==> config.mk <==
export PLATFORM = sky130hd
export DESIGN_NAME = ocpu_top
export DESIGN_NICKNAME = d
export VERILOG_FILES = /design/src/pkg/ocpu_pkg.sv /design/src/hw/ocpu_match.sv /design/src/hw/ocpu_top.sv
export SDC_FILE = /design/constraint.sdc
export NUM_CORES = 1
export LEC_CHECK = 0
export BUFFER_PORTS_ARGS = -buffer_cell sky130_fd_sc_hd__buf_2
export CAP_MARGIN = 20
export CORE_ASPECT_RATIO = 1.75
export CORE_MARGIN = 10
export CORE_UTILIZATION = 49
export DETAILED_ROUTE_END_ITERATION = 12
export PLACE_DENSITY = 0.86
export SLEW_MARGIN = 40
export SYNTH_ARGS = -nofsm -noshare
export SYNTH_HDL_FRONTEND = slang
export SYNTH_SLANG_ARGS = --single-unit
==> constraint.sdc <==
create_clock -name pclk -period 2.8 [get_ports pclk]
set_input_delay 0.14 -clock pclk [delete_from_list [all_inputs] [get_ports pclk]]
set_output_delay 0.14 -clock pclk [all_outputs]
set_load 0.01 [all_outputs]
==> src/pkg/ocpu_pkg.sv <==
// Purpose: Shared constants and types for the output compare unit
// Assumes: APB with 32-bit data, one aligned word per register
// Notes: Offsets are byte addresses

package ocpu_pkg;

  // Register byte offsets
  localparam logic [7:0] OFF_CONTROL = 8'h00;
  localparam logic [7:0] OFF_PRIMARY = 8'h04;
  localparam logic [7:0] OFF_SECONDARY = 8'h08;
  localparam logic [7:0] OFF_STATUS = 8'h0c;

  // Control field positions
  localparam int BIT_ENABLE = 15;
  localparam int BIT_STOP_IDLE = 13;
  localparam int BIT_WIDE = 5;
  localparam int BIT_FAULT = 4;
  localparam int BIT_TSEL = 3;
  localparam int MODE_LSB = 0;

  // Reset values
  localparam logic [31:0] CONTROL_RST = 32'h0000_0000;
  localparam logic [31:0] COMPARE_RST = 32'h0000_0000;

  // Compare modes
  localparam logic [2:0] MODE_OFF = 3'h0;
  localparam logic [2:0] MODE_SET_HIGH = 3'h1;
  localparam logic [2:0] MODE_SET_LOW = 3'h2;
  localparam logic [2:0] MODE_TOGGLE = 3'h3;
  localparam logic [2:0] MODE_ONE_PULSE = 3'h4;
  localparam logic [2:0] MODE_PULSES = 3'h5;
  localparam logic [2:0] MODE_PWM = 3'h6;
  localparam logic [2:0] MODE_PWM_FAULT = 3'h7;

  // Software configuration
  typedef struct packed {
    logic enable;
    logic stop_in_idle;
    logic wide_compare_select;
    logic timebase_select;
    logic [2:0] compare_mode;
  } ocpu_cfg_t;

  // One-shot pulse progress
  typedef enum logic [1:0] {
    PS_IDLE,
    PS_WAIT_RISE,
    PS_WAIT_FALL,
    PS_DONE
  } ocpu_phase_t;

endpackage

==> src/hw/ocpu_match.sv <==
// Purpose: Timer selection and equality compare for both compare values
// Assumes: Timer counts come from logic on pclk
// Notes: Purely combinational

`timescale 1ns/100ps

module ocpu_match
  import ocpu_pkg::*;
(
  // Timer sources
  input wire logic [31:0] timer_second,
  input wire logic [31:0] timer_third,
  // Configuration
  input wire logic timebase_select,
  input wire logic wide_compare_select,
  input wire logic [31:0] primary_compare_value,
  input wire logic [31:0] secondary_compare_value,
  // Results
  output logic hit_primary,
  output logic hit_secondary
);

  logic [31:0] tmr;
  logic [31:0] mask;

  // Select timer and width of compare
  always_comb begin
    tmr = timebase_select ? timer_third : timer_second;
    mask = wide_compare_select ? 32'hffff_ffff : 32'h0000_ffff;
    hit_primary = ((tmr ^ primary_compare_value) & mask) == 32'h0000_0000;
    hit_secondary = ((tmr ^ secondary_compare_value) & mask)
                    == 32'h0000_0000;
  end

endmodule

==> src/hw/ocpu_top.sv <==
// Purpose: Output compare and PWM unit with an APB register slave
// Assumes: Timers and idle status are on pclk; fault pin is asynchronous
// Notes: Zero-wait APB; unmapped addresses read zero, answer OK

`timescale 1ns/100ps

module ocpu_top
  import ocpu_pkg::*;
(
  // APB slave
  input wire logic pclk,
  input wire logic presetn,
  input wire logic psel,
  input wire logic penable,
  input wire logic pwrite,
  input wire logic [7:0] paddr,
  input wire logic [31:0] pwdata,
  output logic [31:0] prdata,
  output logic pready,
  output logic pslverr,
  // Timer sources and system state
  input wire logic [31:0] timer_second,
  input wire logic [31:0] timer_third,
  input wire logic cpu_idle,
  // Fault pin, asynchronous
  input wire logic pwm_fault_pin,
  // Compare output pin
  output logic compare_output_pin
);

  // All state in one record
  typedef struct packed {
    ocpu_cfg_t cfg;
    logic [31:0] primary_compare_value;
    logic [31:0] secondary_compare_value;
    logic pwm_fault_status;
    logic pin;
    ocpu_phase_t phase;
    logic fault_s1;
    logic fault_s2;
    logic [31:0] rdata;
  } ocpu_state_t;

  ocpu_state_t st_r;
  ocpu_state_t st_nxt;

  logic hit_primary;
  logic hit_secondary;
  logic wr_en;
  logic rd_en;
  logic run;
  logic fault_on;
  logic [31:0] ctrl_view;

  ocpu_match u_match (
    .timer_second(timer_second),
    .timer_third(timer_third),
    .timebase_select(st_r.cfg.timebase_select),
    .wide_compare_select(st_r.cfg.wide_compare_select),
    .primary_compare_value(st_r.primary_compare_value),
    .secondary_compare_value(st_r.secondary_compare_value),
    .hit_primary(hit_primary),
    .hit_secondary(hit_secondary)
  );

  // Zero-wait slave; errors never raised
  assign pready = 1'b1;
  assign pslverr = 1'b0;
  assign prdata = st_r.rdata;
  assign compare_output_pin = st_r.pin;
  assign wr_en = psel & penable & pwrite;
  assign rd_en = psel & ~penable & ~pwrite;

  // Control word as seen by software
  always_comb begin
    ctrl_view = 32'h0000_0000;
    ctrl_view[BIT_ENABLE] = st_r.cfg.enable;
    ctrl_view[BIT_STOP_IDLE] = st_r.cfg.stop_in_idle;
    ctrl_view[BIT_WIDE] = st_r.cfg.wide_compare_select;
    ctrl_view[BIT_FAULT] = st_r.pwm_fault_status &
      (st_r.cfg.compare_mode == MODE_PWM_FAULT);
    ctrl_view[BIT_TSEL] = st_r.cfg.timebase_select;
    ctrl_view[MODE_LSB +: 3] = st_r.cfg.compare_mode;
  end

  // Next-state logic for registers, pin and fault
  always_comb begin
    st_nxt = st_r;
    // Fault pin passes two flops before use
    st_nxt.fault_s1 = pwm_fault_pin;
    st_nxt.fault_s2 = st_r.fault_s1;
    run = st_r.cfg.enable & ~(st_r.cfg.stop_in_idle & cpu_idle);
    fault_on = st_r.cfg.compare_mode == MODE_PWM_FAULT;

    // Read data captured in setup, held through access
    if (rd_en) begin
      case (paddr)
        OFF_CONTROL: st_nxt.rdata = ctrl_view;
        OFF_PRIMARY: st_nxt.rdata = st_r.primary_compare_value;
        OFF_SECONDARY: st_nxt.rdata = st_r.secondary_compare_value;
        OFF_STATUS: st_nxt.rdata = {31'h0000_0000, ctrl_view[BIT_FAULT]};
        default: st_nxt.rdata = 32'h0000_0000;
      endcase
    end

    // Compare engine
    if (!st_r.cfg.enable || st_r.cfg.compare_mode == MODE_OFF) begin
      st_nxt.pin = 1'b0;
      st_nxt.phase = PS_IDLE;
    end else if (run) begin
      case (st_r.cfg.compare_mode)
        MODE_SET_HIGH: begin
          if (hit_primary) begin
            st_nxt.pin = 1'b1;
          end
        end
        MODE_SET_LOW: begin
          if (hit_primary) begin
            st_nxt.pin = 1'b0;
          end
        end
        MODE_TOGGLE: begin
          if (hit_primary) begin
            st_nxt.pin = ~st_r.pin;
          end
        end
        MODE_ONE_PULSE: begin
          case (st_r.phase)
            PS_WAIT_RISE: begin
              if (hit_primary) begin
                st_nxt.pin = 1'b1;
                st_nxt.phase = PS_WAIT_FALL;
              end
            end
            PS_WAIT_FALL: begin
              if (hit_secondary) begin
                st_nxt.pin = 1'b0;
                st_nxt.phase = PS_DONE;
              end
            end
            PS_DONE: st_nxt.pin = 1'b0;
            default: st_nxt.phase = PS_WAIT_RISE;
          endcase
        end
        MODE_PULSES: begin
          if (hit_primary) begin
            st_nxt.pin = 1'b1;
          end else if (hit_secondary) begin
            st_nxt.pin = 1'b0;
          end
        end
        MODE_PWM, MODE_PWM_FAULT: begin
          // Primary match ends the high part, secondary starts it
          if (fault_on && st_r.fault_s2) begin
            st_nxt.pin = 1'b0;
          end else if (hit_primary) begin
            st_nxt.pin = 1'b0;
          end else if (hit_secondary) begin
            st_nxt.pin = 1'b1;
          end
        end
        default: st_nxt.pin = st_r.pin;
      endcase
    end

    // Fault status: set by fault, cleared by hardware once it ends
    if (fault_on && st_r.cfg.enable) begin
      st_nxt.pwm_fault_status = st_r.fault_s2;
    end else begin
      st_nxt.pwm_fault_status = 1'b0;
    end

    // Register writes; fault status has no write path
    if (wr_en) begin
      case (paddr)
        OFF_CONTROL: begin
          st_nxt.cfg.enable = pwdata[BIT_ENABLE];
          st_nxt.cfg.stop_in_idle = pwdata[BIT_STOP_IDLE];
          st_nxt.cfg.wide_compare_select = pwdata[BIT_WIDE];
          st_nxt.cfg.timebase_select = pwdata[BIT_TSEL];
          st_nxt.cfg.compare_mode = pwdata[MODE_LSB +: 3];
          // New mode re-initialises the pin
          if (pwdata[MODE_LSB +: 3] != st_r.cfg.compare_mode ||
              !st_r.cfg.enable) begin
            st_nxt.phase = PS_WAIT_RISE;
            st_nxt.pin = pwdata[MODE_LSB +: 3] == MODE_SET_LOW;
          end
        end
        OFF_PRIMARY: st_nxt.primary_compare_value = pwdata;
        OFF_SECONDARY: st_nxt.secondary_compare_value = pwdata;
        default: st_nxt.rdata = st_r.rdata;
      endcase
    end
  end

  // State register; constants only under reset
  always_ff @(posedge pclk or negedge presetn) begin
    if (!presetn) begin
      st_r <= '0;
      st_r.primary_compare_value <= COMPARE_RST;
      st_r.secondary_compare_value <= COMPARE_RST;
      st_r.phase <= PS_IDLE;
    end else begin
      st_r <= st_nxt;
    end
  end

endmodule

**Word-level counts from Yosys, hierarchy flattened**

Cells that the tools add are included.

- Bits in registers: 109
- Output and inout port bits: 35

- Equal/unequal tests: 16
- Mux-type cells: 26
- Bitwise gates (word level): 15
- Reductions and logical operators: 14

Operator list:

| kind | count |
|---|---|
| 32-bit two-way mux | 5 |
| 32-bit case mux with 4 select lines | 1 |
| 32-bit AND | 2 |
| 32-bit logical NOT | 2 |
| 32-bit XOR | 2 |
| 3-bit two-way mux | 7 |
| 8-bit by 4-bit == test with 1-bit output (second input constant) | 2 |
| 3-bit == test (second input constant) | 4 |
| 3-bit by 2-bit == test with 1-bit output (second input constant) | 3 |
| 1-bit two-way mux | 9 |
| 8-bit by 3-bit == test with 1-bit output (second input constant) | 1 |
| 8-bit logical NOT | 1 |
| 1-bit AND | 7 |
| 1-bit case mux with 6 select lines | 1 |
| 2-bit case mux with 3 select lines | 1 |
| 2-bit AND reduction | 3 |
| 2-bit == test (second input constant) | 2 |
| 1-bit NOT | 4 |
| 3-bit by 1-bit == test with 1-bit output (second input constant) | 1 |
| 3-bit logical NOT | 1 |
| 3-bit inequality test | 1 |
| 1-bit case mux with 3 select lines | 1 |
| 3-bit OR reduction | 1 |
| 2-bit by 1-bit == test with 1-bit output (second input constant) | 1 |
| 6 further kinds | 8 |

**Depth between registers and ports, before layout**

Gate-level depths: netlist (run 1).

- Depth after elaboration: 13
- Mapped depth: 16
- Gate-level depth less buffers: 14

**Cells and area by module**

A second synthesis (run 1) with hierarchy kept.

- Cells, all modules: 532
- Area total of the unflattened synthesis: 6206.0 µm²

Modules (own cells, without submodules):

| module | instances | cells an instance | area each (µm²) | sequential area each (µm²) |
|---|---|---|---|---|
| ocpu_top | 1 | 410 | 5059.9 | 2727.6 |
| ocpu_match | 1 | 122 | 1146.1 | 0.0 |

**Worst setup path after synthesis (run 1)**

Ideal clock, no wire load.

- Path type: reg2reg
- From: reg st_r, in the netlist ctrl_view[3]
- To: reg st_r, in the netlist compare_output_pin
- Setup time: 0.069 ns
- Data arrival time: 2.668 ns
- Required time: 2.731 ns
- Slack: 0.063 ns
- Stages on the path, launching flop included: 16
- Path buffers: 2
- Cells stage by stage: dfrtp_1 buf_6 buf_12 mux2i_2 xnor2_1 nor4_1 nand4_1 a21oi_2 inv_1 ha_1 mux2i_1 or3_1 and3_1 nand3_1 o221ai_1 nand3_1

RTL lines:

| item | RTL line | text |
|---|---|---|
| start, declared | ocpu_top.sv:44 | `ocpu_state_t st_r;` |
| start signal, assigned | ocpu_top.sv:204 | `st_r <= st_nxt;` |

==> reports/metrics.yaml, run 1 <==
outcome:
  status: "finished, violations left"
  violations: "setup timing"
global_route:
  grtUsageTotal_pct: 19.95
  grt_max_degree: 62
  first_global_vias: 5169
  gr-total-overflow: 0
  antenna_found_initial: 1
  grt_first_pass_wirelength_mm: 27.64
power_and_ir_drop:
  p_clk_share_pct: 37.4
  p_seq_share_pct: 51.9
  leakagePower_nw: 3.374
  swShare_pct: 24.12
  vdd_ir_drop_max_mv: 0.3024
  internal-power_mw: 2.355
  pwr-share-comb_pct: 10.7
  switching_power_mw: 0.7485
  p_per_area_mw_per_mm2: 430.6
timing:
  setup_viol: 1
  worst_pin_slew_ns: 0.6920
  finalCritPeriodShare_pct: 111.5
  slew_violations: 0
  setup_tns_ns: -0.3226
  setup_ws_ns: -0.3226
  fmax_mhz: 320.2
  rsz0062_at_grt: "true"
  relSlewSlack_pct: 53.70
  hold_viol_final: 0
  fin_crit_ns: 3.123
  clock-skew-final_ns: 0.005126
final_layout:
  nets: 780
  final_layout_size_suffix_gt1_share_pct: 39.79
  area_growth_pct: 20.10
floorplanning:
  dieArea_mm2: 0.01725
  die_y_um: 166.4
  io_pins: 146
  initial_core_util_pct: 50.01
  die_w_um: 103.7
  fp-row-count: 53
  fp.coreArea_mm2: 0.01200
worst_setup_path:
  r2r-end: "compare_output_pin"
  worst-endpoint-required_ns: 3.09
  critPathArrivalTime_ns: 3.41
  end_kind: "register"
  cp-start-kind: "register"
  timing.rr.start: "ctrl_view[3]"
  ff2ff_path_depth: 16
  path_class: "reg2reg"
  reg2reg_setup_slack_ns: -0.32
  path_max_fanout: 7
place:
  portBuffers: 143
  gp_congestion: 0.8887
  hpwl_mm: 13.16
  pre_cts_ws_ns: -0.3278
drt:
  wl_per_cell_um: 20.99
  viasPerCell: 5.554
  drc: 0
  detail_route.first_pass.iterations: 4
  finalWirelength_mm: 17.57
  vias: 4649
  final_antenna_net_count: 0
  first_iter_violations: 218
clock_network:
  path_clk_slew_ns: 0.07
  cts_buffers: 9
  clock_latency_ns: 0.35
  cts_tree: "yes"
  cts-htree-levels: 3
  cts.sinks: 109
  clockBufferDepth: 2
  root_buffer: "clkbuf_16"
hold_path:
  min-delay-start: "pwdata[26]"
  hp-class: "in2reg"
  min_to: "st_r[96]"
  hold_path_depth: 2
synthesis:
  synth_fp_nets: 646
  synth-seq-cells: 109
  ys_types: 39
  avgSynthCellArea_um2: 11.26
  ys_warn_count: 0
  netlist_area_mm2: 0.006002
  seq_area_frac_synth_pct: 45.45
  syn_inst: 533
job:
  maxCapViolCount: 0
==> synthesized netlist by cell type (all sizes together) <==
library cell / instances / area [µm²]
conb: 2 / 7.510
o221ai: 2 / 17.52
o21a: 1 / 7.510
o21ai: 34 / 170.2
buf: 46 / 350.3
nor2: 11 / 41.29
nand3: 6 / 30.03
inv: 5 / 18.77
dfrtp: 109 / 2728
a21oi: 13 / 72.57
mux4: 1 / 22.52
nand2b: 3 / 18.77
and4: 1 / 8.760
and3: 3 / 18.77
nor4: 19 / 125.1
mux2i: 39 / 450.4
or3: 1 / 6.260
a31oi: 1 / 6.260
nor3b: 2 / 20.02
clkbuf: 17 / 63.81
o31a: 1 / 8.760
nand4: 7 / 43.79
xnor2: 67 / 586.8
nand2: 43 / 161.4
mux2: 70 / 788.3
o2111ai: 2 / 17.52
ha: 2 / 25.02
nor2b: 1 / 6.260
a22oi: 24 / 180.2
==> through the flow <==
stage	util, %	cell area (µm²)	power (mW)	hold WS [ns]	cells
floorplan	-	6002	1.774	-0.1556	533
global placement	57.06	6849	1.952	0.1861	816
detailed placement	57.08	6852	1.962	0.2013	816
CTS	59.92	7192	3.111	0.008348	835
global route	60.05	7208	3.200	0.02059	837
finish	60.05	7208	3.103	0.01615	837
==> layout by cell type (no fill, tap or decap), drive strengths merged, types with 6 or more instances in the layout <==
| cell type | n |
|---|---|
| buf | 184 |
| dfrtp | 109 |
| mux2 | 70 |
| xnor2 | 67 |
| nand2 | 43 |
| mux2i | 39 |
| o21ai | 34 |
| a22oi | 24 |
| nor4 | 19 |
| a21oi | 13 |
| nor2 | 11 |
| clkbuf | 11 |
| nand4 | 7 |
| nand3 | 6 |
==> state kept, by name, indices dropped and copies added, names as in the netlist <==
name,count
ctrl_view,7
prdata,32
compare_output_pin,1
st_r,68
st_nxt,1
==> power by group through the flow <==
stage / registers, mW / clock network, mW / logic (mW)
final: 1.61 / 1.16 / 0.333
after global routing: 1.61 / 1.23 / 0.361
after CTS: 1.61 / 1.17 / 0.334
after detailed placement: 1.64 / 0 / 0.322
after global placement: 1.64 / 0 / 0.313
after floorplan: 1.63 / 0 / 0.142
==> cell families after synthesis <==
| family | count (synthesis) | synth area share, % |
|---|---|---|
| other | 2 | 0.1251 |
| AO/OA/AOI/OAI | 78 | 8.005 |
| XOR/XNOR | 67 | 9.777 |
| adder cells (fa/ha/maj) | 2 | 0.4169 |
| buffers and inverters | 68 | 7.213 |
| flip-flops | 109 | 45.45 |
| AND/OR/NAND/NOR | 97 | 8.005 |
| multiplexers | 110 | 21.01 |
==> worst max-delay path, cell delays in order, from the launching register on <==
cell and delay [ns]:
dfrtp_2 0.45, buf_12 0.14, buf_12 0.13, mux2i_2 0.21, xnor2_1 0.10, nor4_1 0.31
buf_4 0.17, nand4_1 0.12, a21oi_2 0.17, inv_1 0.07, ha_1 0.27, mux2i_1 0.08
or3_1 0.35, and3_1 0.19, nand3_1 0.08, o221ai_1 0.11, nand3_1 0.11
==> how the worst max path moves through the flow <==
stage,cells after the start,end,slack (ns),startpoint
after floorplan,15,compare_output_pin,0.06,ctrl_view[3]
after global placement,14,compare_output_pin,-0.20,ctrl_view[3]
after detailed placement,14,compare_output_pin,-0.33,ctrl_view[3]
after CTS,16,compare_output_pin,-0.25,ctrl_view[3]
after global routing,16,compare_output_pin,-0.40,ctrl_view[3]
final,16,compare_output_pin,-0.32,ctrl_view[3]
==> per-layer routing <==
metal / share of wire [%] / vias up / global-route usage, %
met4: 4.4 / 0 / 11.37
li1: - / 2105 / -
met2: 55 / 189 / 36.88
met5: 0 / - / 0
met1: 36 / 2310 / 20.28
met3: 4.5 / 45 / 3.825
==> layout make-up <==
type | count | area [µm²]
diodes | 1 | 2.502
clock inverters | 4 | 26.28
multi-input cells | 356 | 2884
well taps | 165 | 206.4
repair buffers | 186 | 1109
flip-flops and latches | 109 | 2729
clock buffers | 11 | 232.7
fillers | 971 | 4795
inverters | 5 | 18.77
==> what timing repair did <==
action,4_1_cts,5_1_grt
buffers inserted,2,1
endpoints found under the hold margin,49,0
gates resized for setup,7,1
hold buffers,2,0
endpoints found under the setup margin,1,1
pin swaps,1,1
gates cloned,0,0
Power figures use the tool's default switching activity.
==> inputs of run 2 (changes only) <==
==> constraint.sdc (replaced) <==
create_clock -name pclk -period 2.8 [get_ports pclk]
set_input_delay 0.42 -clock pclk [delete_from_list [all_inputs] [get_ports pclk]]
set_output_delay 0.42 -clock pclk [all_outputs]
set_load 0.01 [all_outputs]
==> reports/metrics.yaml, run 2 (same netlist as run 1, synthesis figures left out) <==
place:
  hpwl_mm: 13.32
  gp_congestion: 0.9010
  post-place-cells: 818
  dpl_cell_area_mm2: 0.006852
  portBuffers: 143
drt:
  met3_length_mm: 1.092
  wl_per_cell_um: 22.15
  detail_route.first_pass.iterations: 5
  finalWirelength_mm: 18.67
  viasPerCell: 5.724
  dr.max_layer_used: "met4"
  first_iter_violations: 221
  final_antenna_net_count: 0
  wl_met2_mm: 10.24
  drt-met1-wl_mm: 6.483
  vias: 4825
  drc: 0
clock_network:
  cts_buffers: 9
  cts_hold_buf: 0
  cts-htree-levels: 3
  clockBufferDepth: 2
  root_buffer: "clkbuf_16"
  cts_tree: "yes"
  cts.sinks: 109
  path_clk_slew_ns: 0.07
  clock_latency_ns: 0.35
timing:
  finalCritPeriodShare_pct: 114.9
  fmax_mhz: 310.9
  setup_viol: 1
  clock-skew-final_ns: 0.003295
  slew_violations: 0
  setup_ws_ns: -0.4168
  relSlewSlack_pct: 52.16
  rsz0062_at_grt: "true"
  hold_viol_final: 0
  holdWs_ns: 0.01875
  fin_crit_ns: 3.217
  worst_pin_slew_ns: 0.7162
worst_setup_path:
  path_class: "reg2reg"
  worst-endpoint-required_ns: 3.09
  end_kind: "register"
  path_depth: 15
  crit_end: "compare_output_pin"
  critPathMaxStageDelay_ns: 0.47
  crit_path_start: "ctrl_view[3]"
  cp-start-kind: "register"
  cp_top_family: "simple AND/OR/NAND/NOR gates"
  crit_chain: "buf_4 > buf_12 > mux2i_2 > xnor2_1 > nor4_2 > nand4_1 > a21oi_2 > inv_1 > ha_1 > mux2i_1 > or3_1 > and3_1 > nand3_2 > o221ai_2 > nand3_1"
  ff2ff_path_depth: 15
  crit_slowest_cell: "dfrtp_2"
  crit_buf_inv: 3
  path_max_fanout: 6
  timing.rr.start: "ctrl_view[3]"
  reg2reg_setup_slack_ns: -0.42
  critPathArrivalTime_ns: 3.51
  r2r-end: "compare_output_pin"
global_route:
  grt_first_pass_wirelength_mm: 28.67
  first_global_vias: 5254
  antenna_found_initial: 0
  grt_max_degree: 49
  gr-total-overflow: 0
  grtUsageTotal_pct: 20.93
job:
  maxCapViolCount: 0
floorplanning:
  initial_core_util_pct: 50.01
  io_pins: 146
  fp-row-count: 53
  dieArea_mm2: 0.01725
  fp.coreArea_mm2: 0.01200
  die_w_um: 103.7
  die_y_um: 166.4
final_layout:
  final_common_cell: "buf_2"
  final_layout_size_suffix_gt1_share_pct: 42.04
  final_cell_mix: "buf_2 (142), dfrtp_1 (108), xnor2_1 (65)"
  area_growth_pct: 24.58
  post-route-util_pct: 62.30
  nets: 787
  instances_no_fill: 843
  fillers: 910
  design_area_mm2: 0.007477
  regMostFlops: "st_r"
  largest_register_ffs: 68
  diodes: 0
outcome:
  violations: "setup timing"
  status: "finished, violations left"
hold_path:
  hp-class: "in2async"
power_and_ir_drop:
  finalPower_mw: 3.241
  leakagePower_nw: 3.461
  p_per_area_mw_per_mm2: 433.5
  vdd_ir_drop_max_mv: 0.3359
==> run 2: cell types whose count changed in the layout (fill, tap and decap cells not counted), sizes merged <==
cell,delta
dlygate4sd3,-2
buf,+8
diode,-1
bufinv,+1
==> run 2: worst min-delay path by stage <==
stage / endpoint / slack [ns] / cells past startpoint
after global routing: prdata[11] / 0.06 / 1
after detailed placement: st_r[32] / 0.34 / 0
after CTS: prdata[11] / 0.04 / 1
final: prdata[11] / 0.02 / 1
after global placement: st_r[32] / 0.34 / 0
after floorplan: compare_output_pin / 0.12 / 0
==> run 2: through the flow <==
stage               setup WS [ns]  setup TNS (ns)
finish                    -0.4168         -0.4168
global route              -0.5400         -0.5400
CTS                       -0.3209         -0.3209
detailed placement        -0.3210         -0.3210
global placement          -0.1473         -0.1473
floorplan                 0.06257               0
==> run 2: cell type report <==
cell class	instances	area, µm²	area share (%)
Clock buffer	10	229.0	3.062
Clock inverter	5	52.55	0.7028
Inverter	5	18.77	0.2510
Multi-Input combinational cell	356	3037	40.61
Sequential cell	109	2729	36.50
Tap cell	165	206.4	2.761
Timing Repair Buffer	193	1205	16.11
==> run 2: metal layers <==
metal  track usage (%)  vias to the layer above
li1                  -                     2129
met1             21.18                     2392
met2             38.04                      249
met3             4.637                       55
met4             12.64                        0
met5                 0                        -
==> run 2: timing repair <==
item                       CTS  global route
gates resized for setup     18            14
gates cloned                 2             1
buffers inserted             4             3
pin swaps                    6             9
setup endpoints to repair    1             2
==> run 2: report_power, final <==
group | switching (mW) | total (mW) | internal (mW)
Combinational | 0.187 | 0.369 | 0.181
Clock | 0.577 | 1.26 | 0.685
Sequential | 0.0200 | 1.61 | 1.59
